<file path="src/core/spa_params.svh">
// constants of the serial port core: addresses, field positions, resets
`ifndef SPA_PARAMS_SVH
`define SPA_PARAMS_SVH

// bank and port addresses
`define SPA_BANK_LO 3'h5
`define SPA_BANK_HI 3'h7
`define SPA_PORT_CTRL 3'h0
`define SPA_PORT_TX 3'h3
`define SPA_PORT_RX 3'h4
`define SPA_PORT_BAUD 3'h5

// serial control fields
`define SPA_B_SYNC 0
`define SPA_B_LEN 1
`define SPA_B_PARITY_ERROR_FLAG 3
`define SPA_B_FRAMING_ERROR_FLAG 4
`define SPA_B_BBF 5
`define SPA_B_PEN 8
`define SPA_B_PODD 9
`define SPA_B_CREN 11
`define SPA_B_SREN 12
`define SPA_B_CLOCK_SOURCE_SELECT 13
`define SPA_B_CODEC 14
`define SPA_B_TBE 15
`define SPA_CTRL_WMASK 16'h7B07
`define SPA_CTRL_RST 16'h0805
`define SPA_BAUD_RST 16'h0000

// timing counts in oversampling pulses and clock cycles
`define SPA_PRESCALE_LAST 2'h3
`define SPA_BIT_LAST 4'hF
`define SPA_VOTE_A 4'h6
`define SPA_VOTE_B 4'h7
`define SPA_VOTE_C 4'h8
`define SPA_MID 4'h7
`define SPA_SYNC_HALF 4'h7
`define SPA_MIN_LAST 4'h5

`endif

</file>
<file path="src/core/spa_pkg.sv">
// types of the serial port core
package spa_pkg;
  typedef enum logic [2:0] {
    TX_IDLE = 3'h0,
    TX_START = 3'h1,
    TX_DATA = 3'h3,
    TX_PARITY = 3'h2,
    TX_STOP = 3'h6
  } spa_tx_state_type;

  typedef enum logic [2:0] {
    RX_HUNT = 3'h0,
    RX_START = 3'h1,
    RX_DATA = 3'h3,
    RX_PARITY = 3'h2,
    RX_STOP = 3'h6
  } spa_rx_state_type;
endpackage

</file>
<file path="src/core/spa_baud_gen.sv">
// processor clock output divider and oversampling pulse generator
`timescale 1ns/1ps
`include "spa_params.svh"

module spa_baud_gen (
  // clock and reset
  input wire logic ref_clk,
  input wire logic rst,
  // divisor from software
  input wire logic [15:0] divisor,
  // outputs
  output logic cpuClockOut,
  output logic tick
);
  logic [1:0] prescale_r;
  logic [15:0] count_r;

  always_ff @(posedge ref_clk or posedge rst) begin
    if (rst) begin
      prescale_r <= 2'h0;
      cpuClockOut <= 1'b0;
    end else begin
      prescale_r <= prescale_r + 2'h1;
      cpuClockOut <= prescale_r[1];
    end
  end

  // a new divisor takes effect at the next reload, never mid count
  always_ff @(posedge ref_clk or posedge rst) begin
    if (rst) begin
      count_r <= 16'h0000;
      tick <= 1'b0;
    end else begin
      tick <= 1'b0;
      if (prescale_r == `SPA_PRESCALE_LAST) begin
        if (count_r == 16'h0000) begin
          tick <= 1'b1;
          count_r <= divisor;
        end else begin
          count_r <= count_r - 16'h0001;
        end
      end
    end
  end
endmodule

</file>
<file path="src/core/spa_core.sv">
// serial port core: baud generation, async and sync transfer, port registers
`timescale 1ns/1ps
`include "spa_params.svh"

// How it works
// - bit rate is processor clock over sixteen times divisor plus one
// - divisor zero gives processor clock over sixteen
// - divisor takes any sixteen-bit value up to all ones
// - control bits 0 and 14 clear select full-duplex asynchronous mode
// - frame: start, six to nine data bits, optional parity, stop
// - nine-bit transmit shift and holding; only holding is writable
// - transmit pin idles high whenever async transmission is idle
// - write goes straight to empty shift register, else waits; flag clears
// - write with both transmit registers full is dropped
// - start bit, data least significant first, parity, then stop
// - transmit interrupt once last data or parity bit has left
// - start bit voted on oversampling pulses seven, eight, nine
// - vote of one rejects start and keeps hunting; zero loads data
// - parity mismatch sets bit 3, cleared by software only
// - parity error travels with its word through both buffers
// - missing stop bit sets bit 4, receiver hunts again
// - frame end moves word to holding, raises interrupt, rearms edge
// - holding full at frame end sets both-full and blocks reception
// - holding read clears both-full and moves pending word up
// - transmit shift at bank 7 port 3, holding at bank 5 port 3
// - receive shift at bank 7 port 4, holding at bank 5 port 4
// - bit 0 set, bit 14 clear: half-duplex sync, bit 13 picks clocking
// - sync data on data pin, clock on clock pin, rate kept low
// - bit 15 reads one when transmit holding is empty, one at reset
// - bit 13 set takes clock from pin as slave; clear drives it
module spa_core (
  // clock and reset
  input wire logic ref_clk,
  input wire logic rst,
  // port register access
  input wire logic [2:0] bank,
  input wire logic [2:0] portSel,
  input wire logic wrEn,
  input wire logic rdEn,
  input wire logic [15:0] wrData,
  output logic [15:0] rdData_r,
  // events to the processor
  output logic txDoneIrq_r,
  output logic rxDoneIrq_r,
  // transmit / clock pin
  input wire logic txClkIn,
  output logic txClkOut_r,
  output logic txClkOe_r,
  // receive / data pin
  input wire logic rxDataIn,
  output logic rxDataOut_r,
  output logic rxDataOe_r,
  // processor clock output
  output logic cpuClockOut
);
  ////////////////////////////////////////////////////////////////////////////
  logic [15:0] ctrl_r;
  logic [15:0] baudDivisor_r;
  logic parity_error_flag_r, framing_error_flag_r, bbf_r;
  logic [8:0] txShift_r, txHold_r, rxShift_r, rxHold_r;
  logic txShiftFull_r, txHoldFull_r, rxHoldFull_r;
  spa_pkg::spa_tx_state_type txState_r;
  spa_pkg::spa_rx_state_type rxState_r;
  logic [3:0] txCnt_r, txIdx_r, rxCnt_r, rxIdx_r, syncDiv_r;
  logic [1:0] vote_r;
  logic rxPerrPend_r, rxDone_r, ferrSet_r;
  logic rxMeta_r, rxSync_r, rxPrev_r, clkMeta_r, clkSync_r, clkPrev_r;
  logic syncClk_r;
  logic tick;

  spa_baud_gen baudGen (
    .ref_clk(ref_clk),
    .rst(rst),
    .divisor(baudDivisor_r),
    .cpuClockOut(cpuClockOut),
    .tick(tick)
  );

  ////////////////////////////////////////////////////////////////////////////
  // decode and mode
  logic selLo, selHi, wrCtrl, wrBaud, wrTxHold, rdRxHold;
  logic asyncMode, syncMode, master, syncRxEn;
  logic [3:0] lastIdx;
  logic [8:0] dataMask;
  logic txParity, rxParity;

  assign selLo = (bank == `SPA_BANK_LO);
  assign selHi = (bank == `SPA_BANK_HI);
  assign wrCtrl = wrEn && selLo && (portSel == `SPA_PORT_CTRL);
  assign wrBaud = wrEn && selLo && (portSel == `SPA_PORT_BAUD);
  assign wrTxHold = wrEn && selLo && (portSel == `SPA_PORT_TX);
  assign rdRxHold = rdEn && selLo && (portSel == `SPA_PORT_RX);
  assign asyncMode = !ctrl_r[`SPA_B_SYNC] && !ctrl_r[`SPA_B_CODEC];
  assign syncMode = ctrl_r[`SPA_B_SYNC] && !ctrl_r[`SPA_B_CODEC];
  assign master = !ctrl_r[`SPA_B_CLOCK_SOURCE_SELECT];
  // single reception only counts as master
  assign syncRxEn = syncMode && (ctrl_r[`SPA_B_CREN] ||
                    (master && ctrl_r[`SPA_B_SREN]));
  assign lastIdx = `SPA_MIN_LAST + {2'b00, ctrl_r[`SPA_B_LEN +: 2]};
  assign dataMask = 9'h1FF >> (4'h8 - lastIdx);
  assign txParity = ^(txShift_r & dataMask) ^ ctrl_r[`SPA_B_PODD];
  assign rxParity = ^(rxShift_r & dataMask) ^ ctrl_r[`SPA_B_PODD];

  ////////////////////////////////////////////////////////////////////////////
  // pin synchronisers and sync clock edges
  always_ff @(posedge ref_clk or posedge rst) begin
    if (rst) begin
      rxMeta_r <= 1'b1;
      rxSync_r <= 1'b1;
      rxPrev_r <= 1'b1;
      clkMeta_r <= 1'b1;
      clkSync_r <= 1'b1;
      clkPrev_r <= 1'b1;
    end else begin
      rxMeta_r <= rxDataIn;
      rxSync_r <= rxMeta_r;
      rxPrev_r <= rxSync_r;
      clkMeta_r <= txClkIn;
      clkSync_r <= clkMeta_r;
      clkPrev_r <= clkSync_r;
    end
  end

  logic txActive, syncToggle, syncRise, syncFall;
  assign txActive = (txState_r != spa_pkg::TX_IDLE) || txShiftFull_r;
  // half period of eight pulses keeps the master clock far below 6.4 MHz
  assign syncToggle = tick && (syncDiv_r == `SPA_SYNC_HALF);
  assign syncRise = master ? (syncToggle && !syncClk_r)
                           : (clkSync_r && !clkPrev_r);
  assign syncFall = master ? (syncToggle && syncClk_r)
                           : (!clkSync_r && clkPrev_r);

  always_ff @(posedge ref_clk or posedge rst) begin
    if (rst) begin
      syncClk_r <= 1'b1;
      syncDiv_r <= 4'h0;
    end else if (syncMode && master && (txActive || syncRxEn)) begin
      if (tick) begin
        syncDiv_r <= (syncDiv_r == `SPA_SYNC_HALF) ? 4'h0 : syncDiv_r + 4'h1;
      end
      if (syncToggle) begin
        syncClk_r <= !syncClk_r;
      end
    end else begin
      syncClk_r <= 1'b1;
      syncDiv_r <= 4'h0;
    end
  end

  ////////////////////////////////////////////////////////////////////////////
  // control, divisor and status flags
  logic rxMove;
  assign rxMove = (rxDone_r && !(rxHoldFull_r && !rdRxHold)) ||
                  (!rxDone_r && rdRxHold && bbf_r);

  always_ff @(posedge ref_clk or posedge rst) begin
    if (rst) begin
      ctrl_r <= `SPA_CTRL_RST;
      baudDivisor_r <= `SPA_BAUD_RST;
    end else begin
      if (wrCtrl) begin
        ctrl_r <= wrData & `SPA_CTRL_WMASK;
      end else if (rxDone_r && syncMode && master && !ctrl_r[`SPA_B_CREN]) begin
        ctrl_r[`SPA_B_SREN] <= 1'b0;
      end
      if (wrBaud) begin
        baudDivisor_r <= wrData;
      end
    end
  end

  // a flag being set wins over a software clear in the same cycle
  always_ff @(posedge ref_clk or posedge rst) begin
    if (rst) begin
      parity_error_flag_r <= 1'b0;
      framing_error_flag_r <= 1'b0;
    end else begin
      parity_error_flag_r <= (rxMove && rxPerrPend_r) ||
                (parity_error_flag_r && !(wrCtrl && !wrData[`SPA_B_PARITY_ERROR_FLAG]));
      framing_error_flag_r <= ferrSet_r ||
                (framing_error_flag_r && !(wrCtrl && !wrData[`SPA_B_FRAMING_ERROR_FLAG]));
    end
  end

  ////////////////////////////////////////////////////////////////////////////
  // register reads
  logic [15:0] status;
  always_comb begin
    status = ctrl_r;
    status[`SPA_B_PARITY_ERROR_FLAG] = parity_error_flag_r;
    status[`SPA_B_FRAMING_ERROR_FLAG] = framing_error_flag_r;
    status[`SPA_B_BBF] = bbf_r;
    status[`SPA_B_TBE] = !txHoldFull_r;
  end

  always_ff @(posedge ref_clk or posedge rst) begin
    if (rst) begin
      rdData_r <= 16'h0000;
    end else if (rdEn) begin
      rdData_r <= 16'h0000;
      if (selLo && portSel == `SPA_PORT_CTRL) begin
        rdData_r <= status;
      end else if (selLo && portSel == `SPA_PORT_BAUD) begin
        rdData_r <= baudDivisor_r;
      end else if (selLo && portSel == `SPA_PORT_RX) begin
        rdData_r <= {7'h00, rxHold_r};
      end else if (selHi && portSel == `SPA_PORT_TX) begin
        rdData_r <= {7'h00, txShift_r};
      end else if (selHi && portSel == `SPA_PORT_RX) begin
        rdData_r <= {7'h00, rxShift_r};
      end
    end
  end

  ////////////////////////////////////////////////////////////////////////////
  // transmit sequencer
  logic txStep, txLastBit, txWordEnd;
  assign txStep = asyncMode ? (tick && txCnt_r == `SPA_BIT_LAST) : syncRise;
  assign txLastBit = (txState_r == spa_pkg::TX_PARITY) ||
                     (txState_r == spa_pkg::TX_DATA && txIdx_r == lastIdx &&
                      !ctrl_r[`SPA_B_PEN]);
  assign txWordEnd = txStep && (asyncMode ? txState_r == spa_pkg::TX_STOP
                                          : txLastBit);

  always_ff @(posedge ref_clk or posedge rst) begin
    if (rst) begin
      txState_r <= spa_pkg::TX_IDLE;
      txCnt_r <= 4'h0;
      txIdx_r <= 4'h0;
      txDoneIrq_r <= 1'b0;
    end else begin
      txDoneIrq_r <= 1'b0;
      if (tick) begin
        txCnt_r <= txCnt_r + 4'h1;
      end
      unique case (txState_r)
        spa_pkg::TX_IDLE: begin
          txIdx_r <= 4'h0;
          if (txShiftFull_r && asyncMode && tick) begin
            txState_r <= spa_pkg::TX_START;
            txCnt_r <= 4'h0;
          end else if (txShiftFull_r && syncMode && syncRise) begin
            txState_r <= spa_pkg::TX_DATA;
          end
        end
        spa_pkg::TX_START: begin
          if (txStep) begin
            txState_r <= spa_pkg::TX_DATA;
          end
        end
        spa_pkg::TX_DATA: begin
          if (txStep) begin
            txIdx_r <= txIdx_r + 4'h1;
            if (txIdx_r == lastIdx) begin
              if (ctrl_r[`SPA_B_PEN]) begin
                txState_r <= spa_pkg::TX_PARITY;
              end else begin
                txState_r <= asyncMode ? spa_pkg::TX_STOP : spa_pkg::TX_IDLE;
                txDoneIrq_r <= 1'b1;
              end
            end
          end
        end
        spa_pkg::TX_PARITY: begin
          if (txStep) begin
            txState_r <= asyncMode ? spa_pkg::TX_STOP : spa_pkg::TX_IDLE;
            txDoneIrq_r <= 1'b1;
          end
        end
        spa_pkg::TX_STOP: begin
          if (txStep) begin
            txState_r <= spa_pkg::TX_IDLE;
          end
        end
        default: begin
          txState_r <= spa_pkg::TX_IDLE;
        end
      endcase
    end
  end

  // transmit double buffer
  always_ff @(posedge ref_clk or posedge rst) begin
    if (rst) begin
      txShift_r <= 9'h000;
      txHold_r <= 9'h000;
      txShiftFull_r <= 1'b0;
      txHoldFull_r <= 1'b0;
    end else if (wrTxHold && !txShiftFull_r) begin
      txShift_r <= wrData[8:0];
      txShiftFull_r <= 1'b1;
    end else if (txWordEnd) begin
      if (txHoldFull_r) begin
        txShift_r <= txHold_r;
        txHoldFull_r <= 1'b0;
      end else if (wrTxHold) begin
        txShift_r <= wrData[8:0];
      end else begin
        txShiftFull_r <= 1'b0;
      end
    end else if (wrTxHold && !txHoldFull_r) begin
      txHold_r <= wrData[8:0];
      txHoldFull_r <= 1'b1;
    end
    // both full and no word ending: the write is dropped
  end

  logic txBit;
  always_comb begin
    unique case (txState_r)
      spa_pkg::TX_START: txBit = 1'b0;
      spa_pkg::TX_DATA: txBit = txShift_r[txIdx_r];
      spa_pkg::TX_PARITY: txBit = txParity;
      default: txBit = 1'b1;
    endcase
  end

  // pin drivers; codec mode leaves both pins idle
  always_ff @(posedge ref_clk or posedge rst) begin
    if (rst) begin
      txClkOut_r <= 1'b1;
      txClkOe_r <= 1'b1;
      rxDataOut_r <= 1'b1;
      rxDataOe_r <= 1'b0;
    end else begin
      txClkOut_r <= asyncMode ? txBit : (syncMode ? syncClk_r : 1'b1);
      txClkOe_r <= !(syncMode && !master);
      rxDataOut_r <= syncMode ? txBit : 1'b1;
      rxDataOe_r <= syncMode && (txState_r == spa_pkg::TX_DATA ||
                                 txState_r == spa_pkg::TX_PARITY);
    end
  end

  ////////////////////////////////////////////////////////////////////////////
  // receive sequencer
  logic rxSample, rxMajority, rxHuntOk;
  assign rxSample = asyncMode ? (tick && rxCnt_r == `SPA_MID) : syncFall;
  assign rxMajority = (vote_r[0] & vote_r[1]) | (vote_r[0] & rxSync_r) |
                      (vote_r[1] & rxSync_r);
  assign rxHuntOk = !bbf_r && !rxDone_r;

  always_ff @(posedge ref_clk or posedge rst) begin
    if (rst) begin
      rxState_r <= spa_pkg::RX_HUNT;
      rxCnt_r <= 4'h0;
      rxIdx_r <= 4'h0;
      vote_r <= 2'h0;
      rxShift_r <= 9'h000;
      rxPerrPend_r <= 1'b0;
      rxDone_r <= 1'b0;
      ferrSet_r <= 1'b0;
    end else begin
      rxDone_r <= 1'b0;
      ferrSet_r <= 1'b0;
      if (tick) begin
        rxCnt_r <= rxCnt_r + 4'h1;
      end
      unique case (rxState_r)
        spa_pkg::RX_HUNT: begin
          rxIdx_r <= 4'h0;
          if (rxHuntOk && asyncMode && rxPrev_r && !rxSync_r) begin
            rxState_r <= spa_pkg::RX_START;
            rxCnt_r <= 4'h0;
          end else if (rxHuntOk && syncRxEn && syncFall) begin
            rxShift_r <= {8'h00, rxSync_r};
            rxPerrPend_r <= 1'b0;
            rxIdx_r <= 4'h1;
            rxState_r <= spa_pkg::RX_DATA;
          end
        end
        spa_pkg::RX_START: begin
          if (tick && rxCnt_r == `SPA_VOTE_A) begin
            vote_r[0] <= rxSync_r;
          end
          if (tick && rxCnt_r == `SPA_VOTE_B) begin
            vote_r[1] <= rxSync_r;
          end
          if (tick && rxCnt_r == `SPA_VOTE_C) begin
            rxShift_r <= 9'h000;
            rxPerrPend_r <= 1'b0;
            rxState_r <= rxMajority ? spa_pkg::RX_HUNT
                                    : spa_pkg::RX_DATA;
          end
        end
        spa_pkg::RX_DATA: begin
          if (rxSample) begin
            rxShift_r[rxIdx_r] <= rxSync_r;
            rxIdx_r <= rxIdx_r + 4'h1;
            if (rxIdx_r == lastIdx) begin
              if (ctrl_r[`SPA_B_PEN]) begin
                rxState_r <= spa_pkg::RX_PARITY;
              end else if (asyncMode) begin
                rxState_r <= spa_pkg::RX_STOP;
              end else begin
                rxState_r <= spa_pkg::RX_HUNT;
                rxDone_r <= 1'b1;
              end
            end
          end
        end
        spa_pkg::RX_PARITY: begin
          if (rxSample) begin
            rxPerrPend_r <= (rxSync_r != rxParity);
            if (asyncMode) begin
              rxState_r <= spa_pkg::RX_STOP;
            end else begin
              rxState_r <= spa_pkg::RX_HUNT;
              rxDone_r <= 1'b1;
            end
          end
        end
        spa_pkg::RX_STOP: begin
          if (rxSample) begin
            ferrSet_r <= !rxSync_r;
            rxState_r <= spa_pkg::RX_HUNT;
            rxDone_r <= 1'b1;
          end
        end
        default: begin
          rxState_r <= spa_pkg::RX_HUNT;
        end
      endcase
    end
  end

  // receive holding and both-full handling
  always_ff @(posedge ref_clk or posedge rst) begin
    if (rst) begin
      rxHold_r <= 9'h000;
      rxHoldFull_r <= 1'b0;
      bbf_r <= 1'b0;
      rxDoneIrq_r <= 1'b0;
    end else begin
      rxDoneIrq_r <= rxMove;
      if (rxMove) begin
        rxHold_r <= rxShift_r;
        rxHoldFull_r <= 1'b1;
        bbf_r <= 1'b0;
      end else if (rxDone_r) begin
        bbf_r <= 1'b1;
      end else if (rdRxHold) begin
        rxHoldFull_r <= 1'b0;
      end
    end
  end
endmodule

</file>
<file path="config.mk">
export PLATFORM = sky130hd
export DESIGN_NAME = spa_core
export DESIGN_NICKNAME = d
export VERILOG_FILES = /design/src/core/spa_pkg.sv /design/src/core/spa_baud_gen.sv /design/src/core/spa_core.sv
export VERILOG_INCLUDE_DIRS = /design/src /design/src/core
export SDC_FILE = /design/constraint.sdc
export NUM_CORES = 1
export LEC_CHECK = 0
export BUFFER_PORTS_ARGS = -buffer_cell sky130_fd_sc_hd__buf_2
export CAP_MARGIN = 15
export CELL_PAD_IN_SITES_DETAIL_PLACEMENT = 1
export CELL_PAD_IN_SITES_GLOBAL_PLACEMENT = 2
export CORE_MARGIN = 2
export CORE_UTILIZATION = 43
export DETAILED_ROUTE_END_ITERATION = 7
export GPL_TIMING_DRIVEN = 0
export HOLD_SLACK_MARGIN = 0.03
export PLACE_DENSITY = 0.85
export SLEW_MARGIN = 30
export SYNTH_ARGS = -nofsm -noshare
export SYNTH_HDL_FRONTEND = slang
export SYNTH_SLANG_ARGS = --single-unit
</file>
<file path="constraint.sdc">
create_clock -name ref_clk -period 13.7 [get_ports ref_clk]
set_clock_uncertainty 0.2 [all_clocks]
set_input_delay 1.37 -clock ref_clk [delete_from_list [all_inputs] [get_ports ref_clk]]
set_output_delay 1.37 -clock ref_clk [all_outputs]
set_load 0.03 [all_outputs]
</file>
==> flow_summary.toml, run 1 <==
[routing]
m1WireLength_um = 10600
routed-wl-met3_um = 1180
drt-initial-drc-count = 378
routed.top_layer = "met4"
post-route-drc-count = 0
drt.antenna.violating_nets = 0
vias_per_cell = 6.08
num_vias = 6476
met2_wirelength_um = 11400
wirelength_um = 23700
detailedRoute.firstPassIterationCount = 8
post_drt_wl_per_cell_um = 22.3

[yosys]
synthDistinctLibCells = 72
synthesis.area_per_instance_um2 = 10.4
synth_flop_cell = "dfrtp_1"
synth-async-reset-ratio_pct = 100
synth_enable_flop_cells = 0
post_synth_inst_count = 754
synth_nets = 799
ys_ff_latch = 147
yosys_warnings = 0
syn_area_um2 = 7850
yosysSeqAreaShare_pct = 47.1

[global_route]
wire_length_of_the_first_global_routing_pass_um = 38400
grt_pass1_vias = 6807
grt_antenna_before_repair = 0
total_global_route_track_usage_pct = 25.2
grt-ovfl-total = 0
grt_max_degree = 81

[worst_setup_path]
worst_r2r_endpoint = "txHold_r[7]"
critical_path_required_ps = 13810
rr_worst_depth = 8
critPathMaxFanout = 10
critPathArrivalTime_ps = 3600
start_kind = "primary input"
critical_path.reg2reg.startpoint = "ctrl_r[1]"
path_class = "in2reg"
ff2ff_setup_slack_ps = 10400
worstSetupEndpointType = "flop"

[job]
max_cap_viol_count = 0

[sta]
share_of_the_clock_period_used_by_the_worst_path_after_layout_pct = 25.5
tightest_slew_ps = 889
worst_hold_slack_ps = 160
totalNegativeSetupSlack_ps = 0
drv_slew = 0
grt_setup_unrepaired = "no"
fmax_ghz = 0.286
final.min_clock_period_ps = 3500
maxSlewHeadroom_pct = 40.5
finalHoldViolations = 0
setup_viol_count_final = 0

[floorplanning]
top_level_ports = 51
initial_core_utilization_pct = 43.7
placeableCoreArea_um2 = 18000
die_w_um = 139
fp-row-count = 49
floorplan.die.height_um = 139
die_area_um2 = 19400

[clocking]
clk-insertion-delay-late_ps = 430
cts_setup_buffers = 0
clk_pin_slew_worst_paths_ps = 60
post_cts_resized = 0
cts_htree_levels = 4
inserted_clock_buffers = 17
cts-root-buf = "clkbuf_16"
cts_hold_buf = 0
largest_buffer_count_on_any_clock_path = 2
cts_num_sinks = 147
cts_tree = "done"

[min_path]
min_path_cells = 0
timing.hold.worst.class = "reg2reg"
worstHoldStart = "clkMeta_r"
hold_path_end = "clkSync_r"

[placement]
dpl.cell_count = 1033
gpl.final_weighted_congestion = 0.878
port_buffers = 48
place_hpwl_um = 17100
postPlaceCellArea_um2 = 8430

[layout]
final_core_utilization_pct = 50.3
post_layout_nonfiller_instances = 1065
ratio_of_cells_with_drive_above_1_in_the_final_layout_pct = 22.0
n_antenna_cell = 0
total_of_fill_cells_in_the_finished_design = 2008
post_route_cell_area_um2 = 9040
area.growth.synth_to_final_pct = 15.1
nNetsFinal = 868

[power]
p_leak_uw = 0.00399
vdd_ir_drop_max_mv = 0.153
power_per_cell_area_nw_per_um2 = 166

[outcome]
outcome = "complete, no violations"
## metal layers
layer	GRT usage, %	vias up
met4	7.92	0
met5	0	-
li1	-	2916
met2	40.8	187
met3	5.01	39
met1	34.5	3334
## area by class of cell
class | instances | area, um2 | area share (%)
multi-input combinational | 539 | 3900 | 43.1
sequential | 147 | 3690 | 40.9
clock inverter | 8 | 100 | 1.11
buffer | 39 | 164 | 1.81
inverter | 29 | 116 | 1.29
clock buffer | 24 | 502 | 5.55
tap | 229 | 287 | 3.17
timing repair buffer | 50 | 275 | 3.05
## registers in the layout, summed over array words and instances, names as in the netlist, 9 cells and up
register and flops:
ctrl_r 9, txShift_r 9, baudGen.count_r 16, rxShift_r 9, txHold_r 9, rdData_r 16
baudDivisor_r 16, rxHold_r 9
## critical path, cell delays in order
cell and delay (ps):
buf_2 110, nand4bb_1 290, nor2_1 620, nand2_1 420
clkbuf_1 410, mux2_2 370
## worst max path at each step
stage	from	endpoint	slack, ps	cells past startpoint
after CTS	portSel[1]	baudDivisor_r[0]	10200	6
after detailed placement	portSel[1]	baudDivisor_r[3]	9770	6
final	portSel[1]	baudDivisor_r[0]	10200	6
after global placement	rst	txDoneIrq_r	6460	2
after floorplan	rst	baudDivisor_r[0]	8200	1
after global routing	portSel[1]	baudDivisor_r[0]	10100	6
## layout by cell type, fill, tap and decap left out, drive strengths merged, types with 9 or more instances in the layout
cell	synthesis	final
xnor2	22	22
a31oi	14	14
nand2	45	45
nor2	62	62
mux2i	9	9
mux2	63	63
nor2b	11	11
xor2	9	9
or3	10	10
buf	11	61
nor3	15	15
a21oi	20	20
a22oi	21	21
ha	17	17
inv	29	29
clkbuf	28	52
o21ai	39	39
a21o	10	10
nand3b	12	12
nand3	19	19
dfrtp	134	134
dfstp	13	13
## stage by stage
| step | power [uW] | setup slack, ps |
|---|---|---|
| finish | 1500 | 10200 |
| global route | 1590 | 10100 |
| CTS | 1510 | 10200 |
| detailed placement | 1020 | 9770 |
| global placement | 997 | 6460 |
| floorplan | 887 | 8200 |
## cell usage after synthesis (6+ instances only)
library cell,instances,share of area (%)
dfrtp_1,134,43
mux2_2,63,9.0
nor2_1,62,3.0
nand2_1,45,2.2
o21ai_0,36,2.3
inv_1,29,1.4
clkbuf_1,26,1.2
xnor2_1,22,2.5
a22oi_1,21,2.0
a21oi_1,20,1.3
nand3_1,19,1.2
ha_1,17,2.7
nor3_1,15,0.96
a31oi_1,14,1.1
dfstp_2,13,4.4
nand3b_1,12,1.1
nor2b_1,11,0.88
a21o_1,10,0.96
or3_1,10,0.80
buf_2,9,0.57
mux2i_1,9,1.1
xor2_1,9,1.0
a22o_1,8,0.89
nand2b_1,8,0.64
a222oi_1,7,0.89
and2_1,7,0.56
nor4_1,7,0.56
a221oi_1,6,0.67
and3_1,6,0.48
## logic make-up after synthesis
kind of cell | synth area share [%]
compound gates | 16.5
xor+xnor | 3.46
fa+ha+maj | 2.84
buf+inv | 3.48
flops | 47.1
mux | 10.8
simple gates | 15.9
## report_power, final
| part | total (uW) | internal [uW] | switching (uW) |
|---|---|---|---|
| Clock | 476 | 292 | 185 |
| Combinational | 430 | 169 | 260 |
| Sequential | 597 | 510 | 86.9 |
Power figures use the tool's default switching activity.
==> run 2, diff against run 1 <==
CORE_UTILIZATION = 36   (was 43)
PLACE_DENSITY = 0.76   (was 0.85)
clock period = 3.14 ns   (was 13.7 ns; I/O delays follow)
==> run 2 against run 1 <==
Via count decreased by 1.0%. Count of clock-buffer cells in the layout is 7 lower. Die area up 19%. Sequential share of layout area shrank 1.7 points. Power increased to 4.4 times the previous value. Wire length rose by 1.1%. Sequential power rose to 4.4 times the previous value. Final area grew 4.2%. Setup slack worse by 9900 ps. First-iteration DRC count down 21%. Non-clock buffer count up 27. Largest power group unchanged. Highest routed layer unchanged.
==> flow_summary.toml, run 2 (synthesis results as in run 1) <==
[power]
p_leak_uw = 0.00413
power_frac_comb_pct = 29.2
switching_share_pct = 37.3
switchingPower_uw = 2460
share_seq_of_total_power_pct = 39.5
power_per_cell_area_nw_per_um2 = 699
vdd_ir_drop_max_mv = 0.340
power.internal_uw = 4120
clkPwrFrac_pct = 31.3

[outcome]
outcome = "complete, no violations"

[global_route]
grt_antenna_before_repair = 0
grt_max_degree = 31
grt_pass1_vias = 6768
global_route.usage.met1_pct = 28.1
total_global_route_track_usage_pct = 21.9
groute.layer.met2.usage_pct = 37.2
wire_length_of_the_first_global_routing_pass_um = 38300
met3_usage_pct = 4.25
grt-ovfl-total = 0
grt-busiest-layer = "met2"

[clocking]
largest_buffer_count_on_any_clock_path = 2
clk-insertion-delay-late_ps = 430
clk_pin_slew_worst_paths_ps = 70
cts_htree_levels = 4
cts_tree = "done"
cts-root-buf = "clkbuf_16"
cts_num_sinks = 147
inserted_clock_buffers = 17

[routing]
drt-initial-drc-count = 298
num_vias = 6409
drt.antenna.violating_nets = 0
post_drt_wl_per_cell_um = 21.0
wirelength_um = 24000
vias_per_cell = 5.61
post-route-drc-count = 0
detailedRoute.firstPassIterationCount = 5

[sta]
maxSlewHeadroom_pct = 47.4
fmax_ghz = 0.350
finalHoldViolations = 0
totalNegativeSetupSlack_ps = 0
worst_setup_slack_after_layout_ps = 284
setup_viol_count_final = 0
final.min_clock_period_ps = 2860
worst_hold_slack_ps = 60.5
drv_slew = 0
share_of_the_clock_period_used_by_the_worst_path_after_layout_pct = 90.9
grt_setup_unrepaired = "no"
tightest_slew_ps = 781

[floorplanning]
die_w_um = 152
top_level_ports = 51
floorplan.die.height_um = 152
die_area_um2 = 23000
placeableCoreArea_um2 = 21600
fp-row-count = 54
initial_core_utilization_pct = 36.3

[worst_setup_path]
critPathArrivalTime_ps = 3000
critical_path_required_ps = 3280
path_class = "reg2reg"
start_kind = "flop"
worstSetupEndpointType = "flop"
critPathMaxFanout = 6

[layout]
mostFrequentLayoutCells = "dfrtp_1 (134), mux2_2 (63), nor2_1 (62), buf_2 (57), nand2_1 (45)"
n_antenna_cell = 0
biggestRegsByFlops = "baudDivisor_r: 16 flops, baudGen.count_r: 16 flops, rdData_r: 16 flops"
area.growth.synth_to_final_pct = 20.0
ratio_of_cells_with_drive_above_1_in_the_final_layout_pct = 22.6
nNetsFinal = 895
post_layout_nonfiller_instances = 1143
most_common_cell_after_layout_fill_and_taps_aside = "dfrtp_1"

[placement]
gpl.final_weighted_congestion = 0.902
port_buffers = 48
place_hpwl_um = 18000
dpl_worst_slack_ps = -21.3
dpl.cell_count = 1087

[job]
max_cap_viol_count = 0

[min_path]
timing.hold.worst.class = "in2reg"
-- run 2: changes by cell type in the layout (fill, tap and decap cells not counted), sizes merged --
cell         change
dlygate4sd3     +19
buf              +8
clkbuf           -7
inv              +7
clkinv           +3
clkinvlp         -2
bufinv           -1
-- run 2: repair_timing --
item,4_1_cts,5_1_grt
hold buffers,19,0
gates resized for setup,0,1
setup endpoints to repair,16,12
endpoints found under the hold margin,52,0
buffers inserted,2,3
pin swaps,2,2
-- run 2: routing by layer --
metal  routed length [um]  part of all wire, %
met5                    0                    0
met4                  526                  2.2
met2                11900                   50
met1                10800                   45
met3                  768                  3.2
-- run 2: area by class of cell --
| class | instances | area [um2] |
|---|---|---|
| plain buffers | 39 | 164 |
| clock buffers | 17 | 425 |
| flip-flops and latches | 147 | 3690 |
| repair buffers | 77 | 601 |
| inverters | 29 | 113 |
| clock inverters | 15 | 166 |
| well taps | 280 | 350 |
| fillers | 2396 | 12200 |
| multi-input cells | 539 | 3900 |
-- run 2: path summary, 6_finish.rpt --
kind                                start                 end  slack (ps)  cells after the start
worst min-delay path                 rdEn         rdData_r[4]          60                      3
worst min register to register   rxMeta_r            rxSync_r         160                      0
worst max register to register  ctrl_r[1]        rxState_r[2]         280                      8
worst max-delay path            ctrl_r[1]        rxState_r[2]         280                      8
min in group asynchronous             rst  baudGen.count_r[5]         240                      3
max in group asynchronous             rst           syncClk_r        1490                      6
-- run 2: power groups by stage --
stage / Clock [uW] / Combinational, uW / Sequential [uW]
2_1_floorplan: 0 / 1330 / 2540
3_3_place_gp: 0 / 1790 / 2600
3_5_place_dp: 0 / 1870 / 2620
4_1_cts: 2100 / 1910 / 2590
5_1_grt: 2180 / 2130 / 2650
6_report: 2060 / 1920 / 2600
-- run 2: worst max-delay path, cell delays in order (launching register included) --
cell      delay [ps]
dfrtp_1          380
buf_2            230
inv_1             80
ha_1             390
xor2_1           180
a211oi_2         340
a211oi_1         190
or4_1            530
a21oi_1          230
-- run 2: through the flow --
step	area, um2	utilization (%)	power [uW]
global route	9420	43.6	6960
floorplan	7850	-	3870
global placement	8440	39.1	4390
CTS	9380	43.4	6600
detailed placement	8560	39.6	4490
finish	9420	43.6	6580
==> run 3, diff against run 2 <==
PLACE_DENSITY = default   (was 0.76)
PLACE_DENSITY_LB_ADDON = 0.2   (was default)
==> run 3 against run 2 <==
Count of clock-buffer cells in the layout grew 2. Critical endpoint is now txShift_r[2]. Hold slack gained 35 ps. Highest routed layer unchanged. First-iteration DRC count shrank 15%. Critical path type unchanged. Global-route usage grew 0.79 points. Wire length grew 2.2%. Sequential share of layout area is essentially flat. Largest cell class unchanged.
==> flow_summary.toml, run 3 (synthesis results as in run 1) <==
[worst_setup_path]
path_class = "reg2reg"
rr_worst_depth = 9
ff2ff_setup_slack_ps = 150
critical_path_required_ps = 3260
critPathMaxFanout = 9
worstSetupEndpointType = "flop"
start_kind = "flop"
critPathArrivalTime_ps = 3110

[clocking]
largest_buffer_count_on_any_clock_path = 2
inserted_clock_buffers = 17
clk-insertion-delay-late_ps = 440
clk_pin_slew_worst_paths_ps = 70
cts-root-buf = "clkbuf_16"
cts_tree = "done"
cts_num_sinks = 147
post_cts_resized = 0
cts_htree_levels = 4

[layout]
ratio_of_cells_with_drive_above_1_in_the_final_layout_pct = 22.2
multi_input_area_um2 = 3900
biggestRegsByFlops = "baudDivisor_r: 16 flops, baudGen.count_r: 16 flops, rdData_r: 16 flops"
mostFrequentLayoutCells = "dfrtp_1 (134), mux2_2 (63), nor2_1 (62), buf_2 (57), nand2_1 (45)"
most_common_cell_after_layout_fill_and_taps_aside = "dfrtp_1"
seq_area_um2 = 3690
post_route_cell_area_um2 = 9420
total_of_fill_cells_in_the_finished_design = 2419
n_antenna_cell = 0
area.growth.synth_to_final_pct = 20.0
nNetsFinal = 892

[power]
design_power_total_uw = 6680
power_per_cell_area_nw_per_um2 = 709
power_frac_comb_pct = 28.5
power.internal_uw = 4290
share_seq_of_total_power_pct = 38.9
switchingPower_uw = 2390
clkPwrFrac_pct = 32.7
vdd_ir_drop_max_mv = 0.304
p_leak_uw = 0.00414
switching_share_pct = 35.7

[floorplanning]
die_w_um = 152
initial_core_utilization_pct = 36.3
floorplan.die.height_um = 152
die_area_um2 = 23000
fp-row-count = 54
top_level_ports = 51
placeableCoreArea_um2 = 21600

[sta]
tightest_slew_ps = 869
totalNegativeSetupSlack_ps = 0
drv_slew = 0
share_of_the_clock_period_used_by_the_worst_path_after_layout_pct = 95.3
worst_setup_slack_after_layout_ps = 149
maxSlewHeadroom_pct = 41.8
worst_hold_slack_ps = 95.7
grt_setup_unrepaired = "no"
final.min_clock_period_ps = 2990
setup_viol_count_final = 0
finalHoldViolations = 0
fmax_ghz = 0.334

[global_route]
total_global_route_track_usage_pct = 22.7
grt-ovfl-total = 0
wire_length_of_the_first_global_routing_pass_um = 39200
grt_max_degree = 28
grt_antenna_before_repair = 0
grt_pass1_vias = 6975

[job]
max_cap_viol_count = 0

[placement]
dpl_worst_slack_ps = -67.3
place_hpwl_um = 18300
port_buffers = 48
gpl.final_weighted_congestion = 0.874
postPlaceCellArea_um2 = 8560

[min_path]
min_path_cells = 3
timing.hold.worst.class = "in2reg"

[routing]
detailedRoute.firstPassIterationCount = 5
drt-initial-drc-count = 254
post_drt_wl_per_cell_um = 21.5
wirelength_um = 24500
drt.antenna.violating_nets = 0
num_vias = 6365
vias_per_cell = 5.58
post-route-drc-count = 0

[outcome]
outcome = "complete, no violations"
## run 3: critical path, cell delays in order (launching register included)
cell      delay, ps
dfrtp_1         380
buf_2           240
inv_1           100
ha_1            410
xnor2_1         200
o211ai_1        250
o211a_1         330
a211oi_4        260
buf_12          170
mux2_2          330
## run 3: final timing paths
path	to	startpoint
worst max-delay path	txShift_r[2]	ctrl_r[1]
worst min-delay path	rdData_r[7]	rdEn
worst max register to register	txShift_r[2]	ctrl_r[1]
worst min register to register	clkSync_r	clkMeta_r
max in group asynchronous	ctrl_r[11]	rst
min in group asynchronous	rxShift_r[6]	rst
## run 3: power by group through the flow
| stage | clock, uW | combinational (uW) | sequential (uW) |
|---|---|---|---|
| after floorplan | 0 | 1330 | 2540 |
| after global placement | 0 | 1770 | 2600 |
| after detailed placement | 0 | 1870 | 2620 |
| after CTS | 2230 | 1910 | 2590 |
| after global routing | 2310 | 2120 | 2650 |
| final | 2180 | 1900 | 2600 |
## run 3: stage by stage
step	std cells	utilization (%)
after CTS	1139	43.4
final	1140	43.6
after global routing	1140	43.6
after floorplan	754	-
after detailed placement	1087	39.6
after global placement	1082	39.1
## run 3: layout make-up
class	count	share of cell area, %
multi-input cells	539	41.4
flip-flops and latches	147	39.2
repair buffers	74	6.14
clock buffers	19	4.81
well taps	280	3.72
clock inverters	13	1.81
plain buffers	39	1.74
inverters	29	1.20
## run 3: per-layer routing
| layer | track usage (%) | part of all wire (%) |
|---|---|---|
| met2 | 39.1 | 50 |
| met4 | 8.33 | 2.3 |
| met3 | 3.77 | 3.3 |
| met1 | 28.7 | 45 |
| met5 | 0 | 0 |
## run 3: what timing repair did
action	CTS	global route
pin swaps	1	1
buffers inserted	1	1
setup endpoints to repair	9	9
hold buffers	19	0
endpoints found under the hold margin	56	0
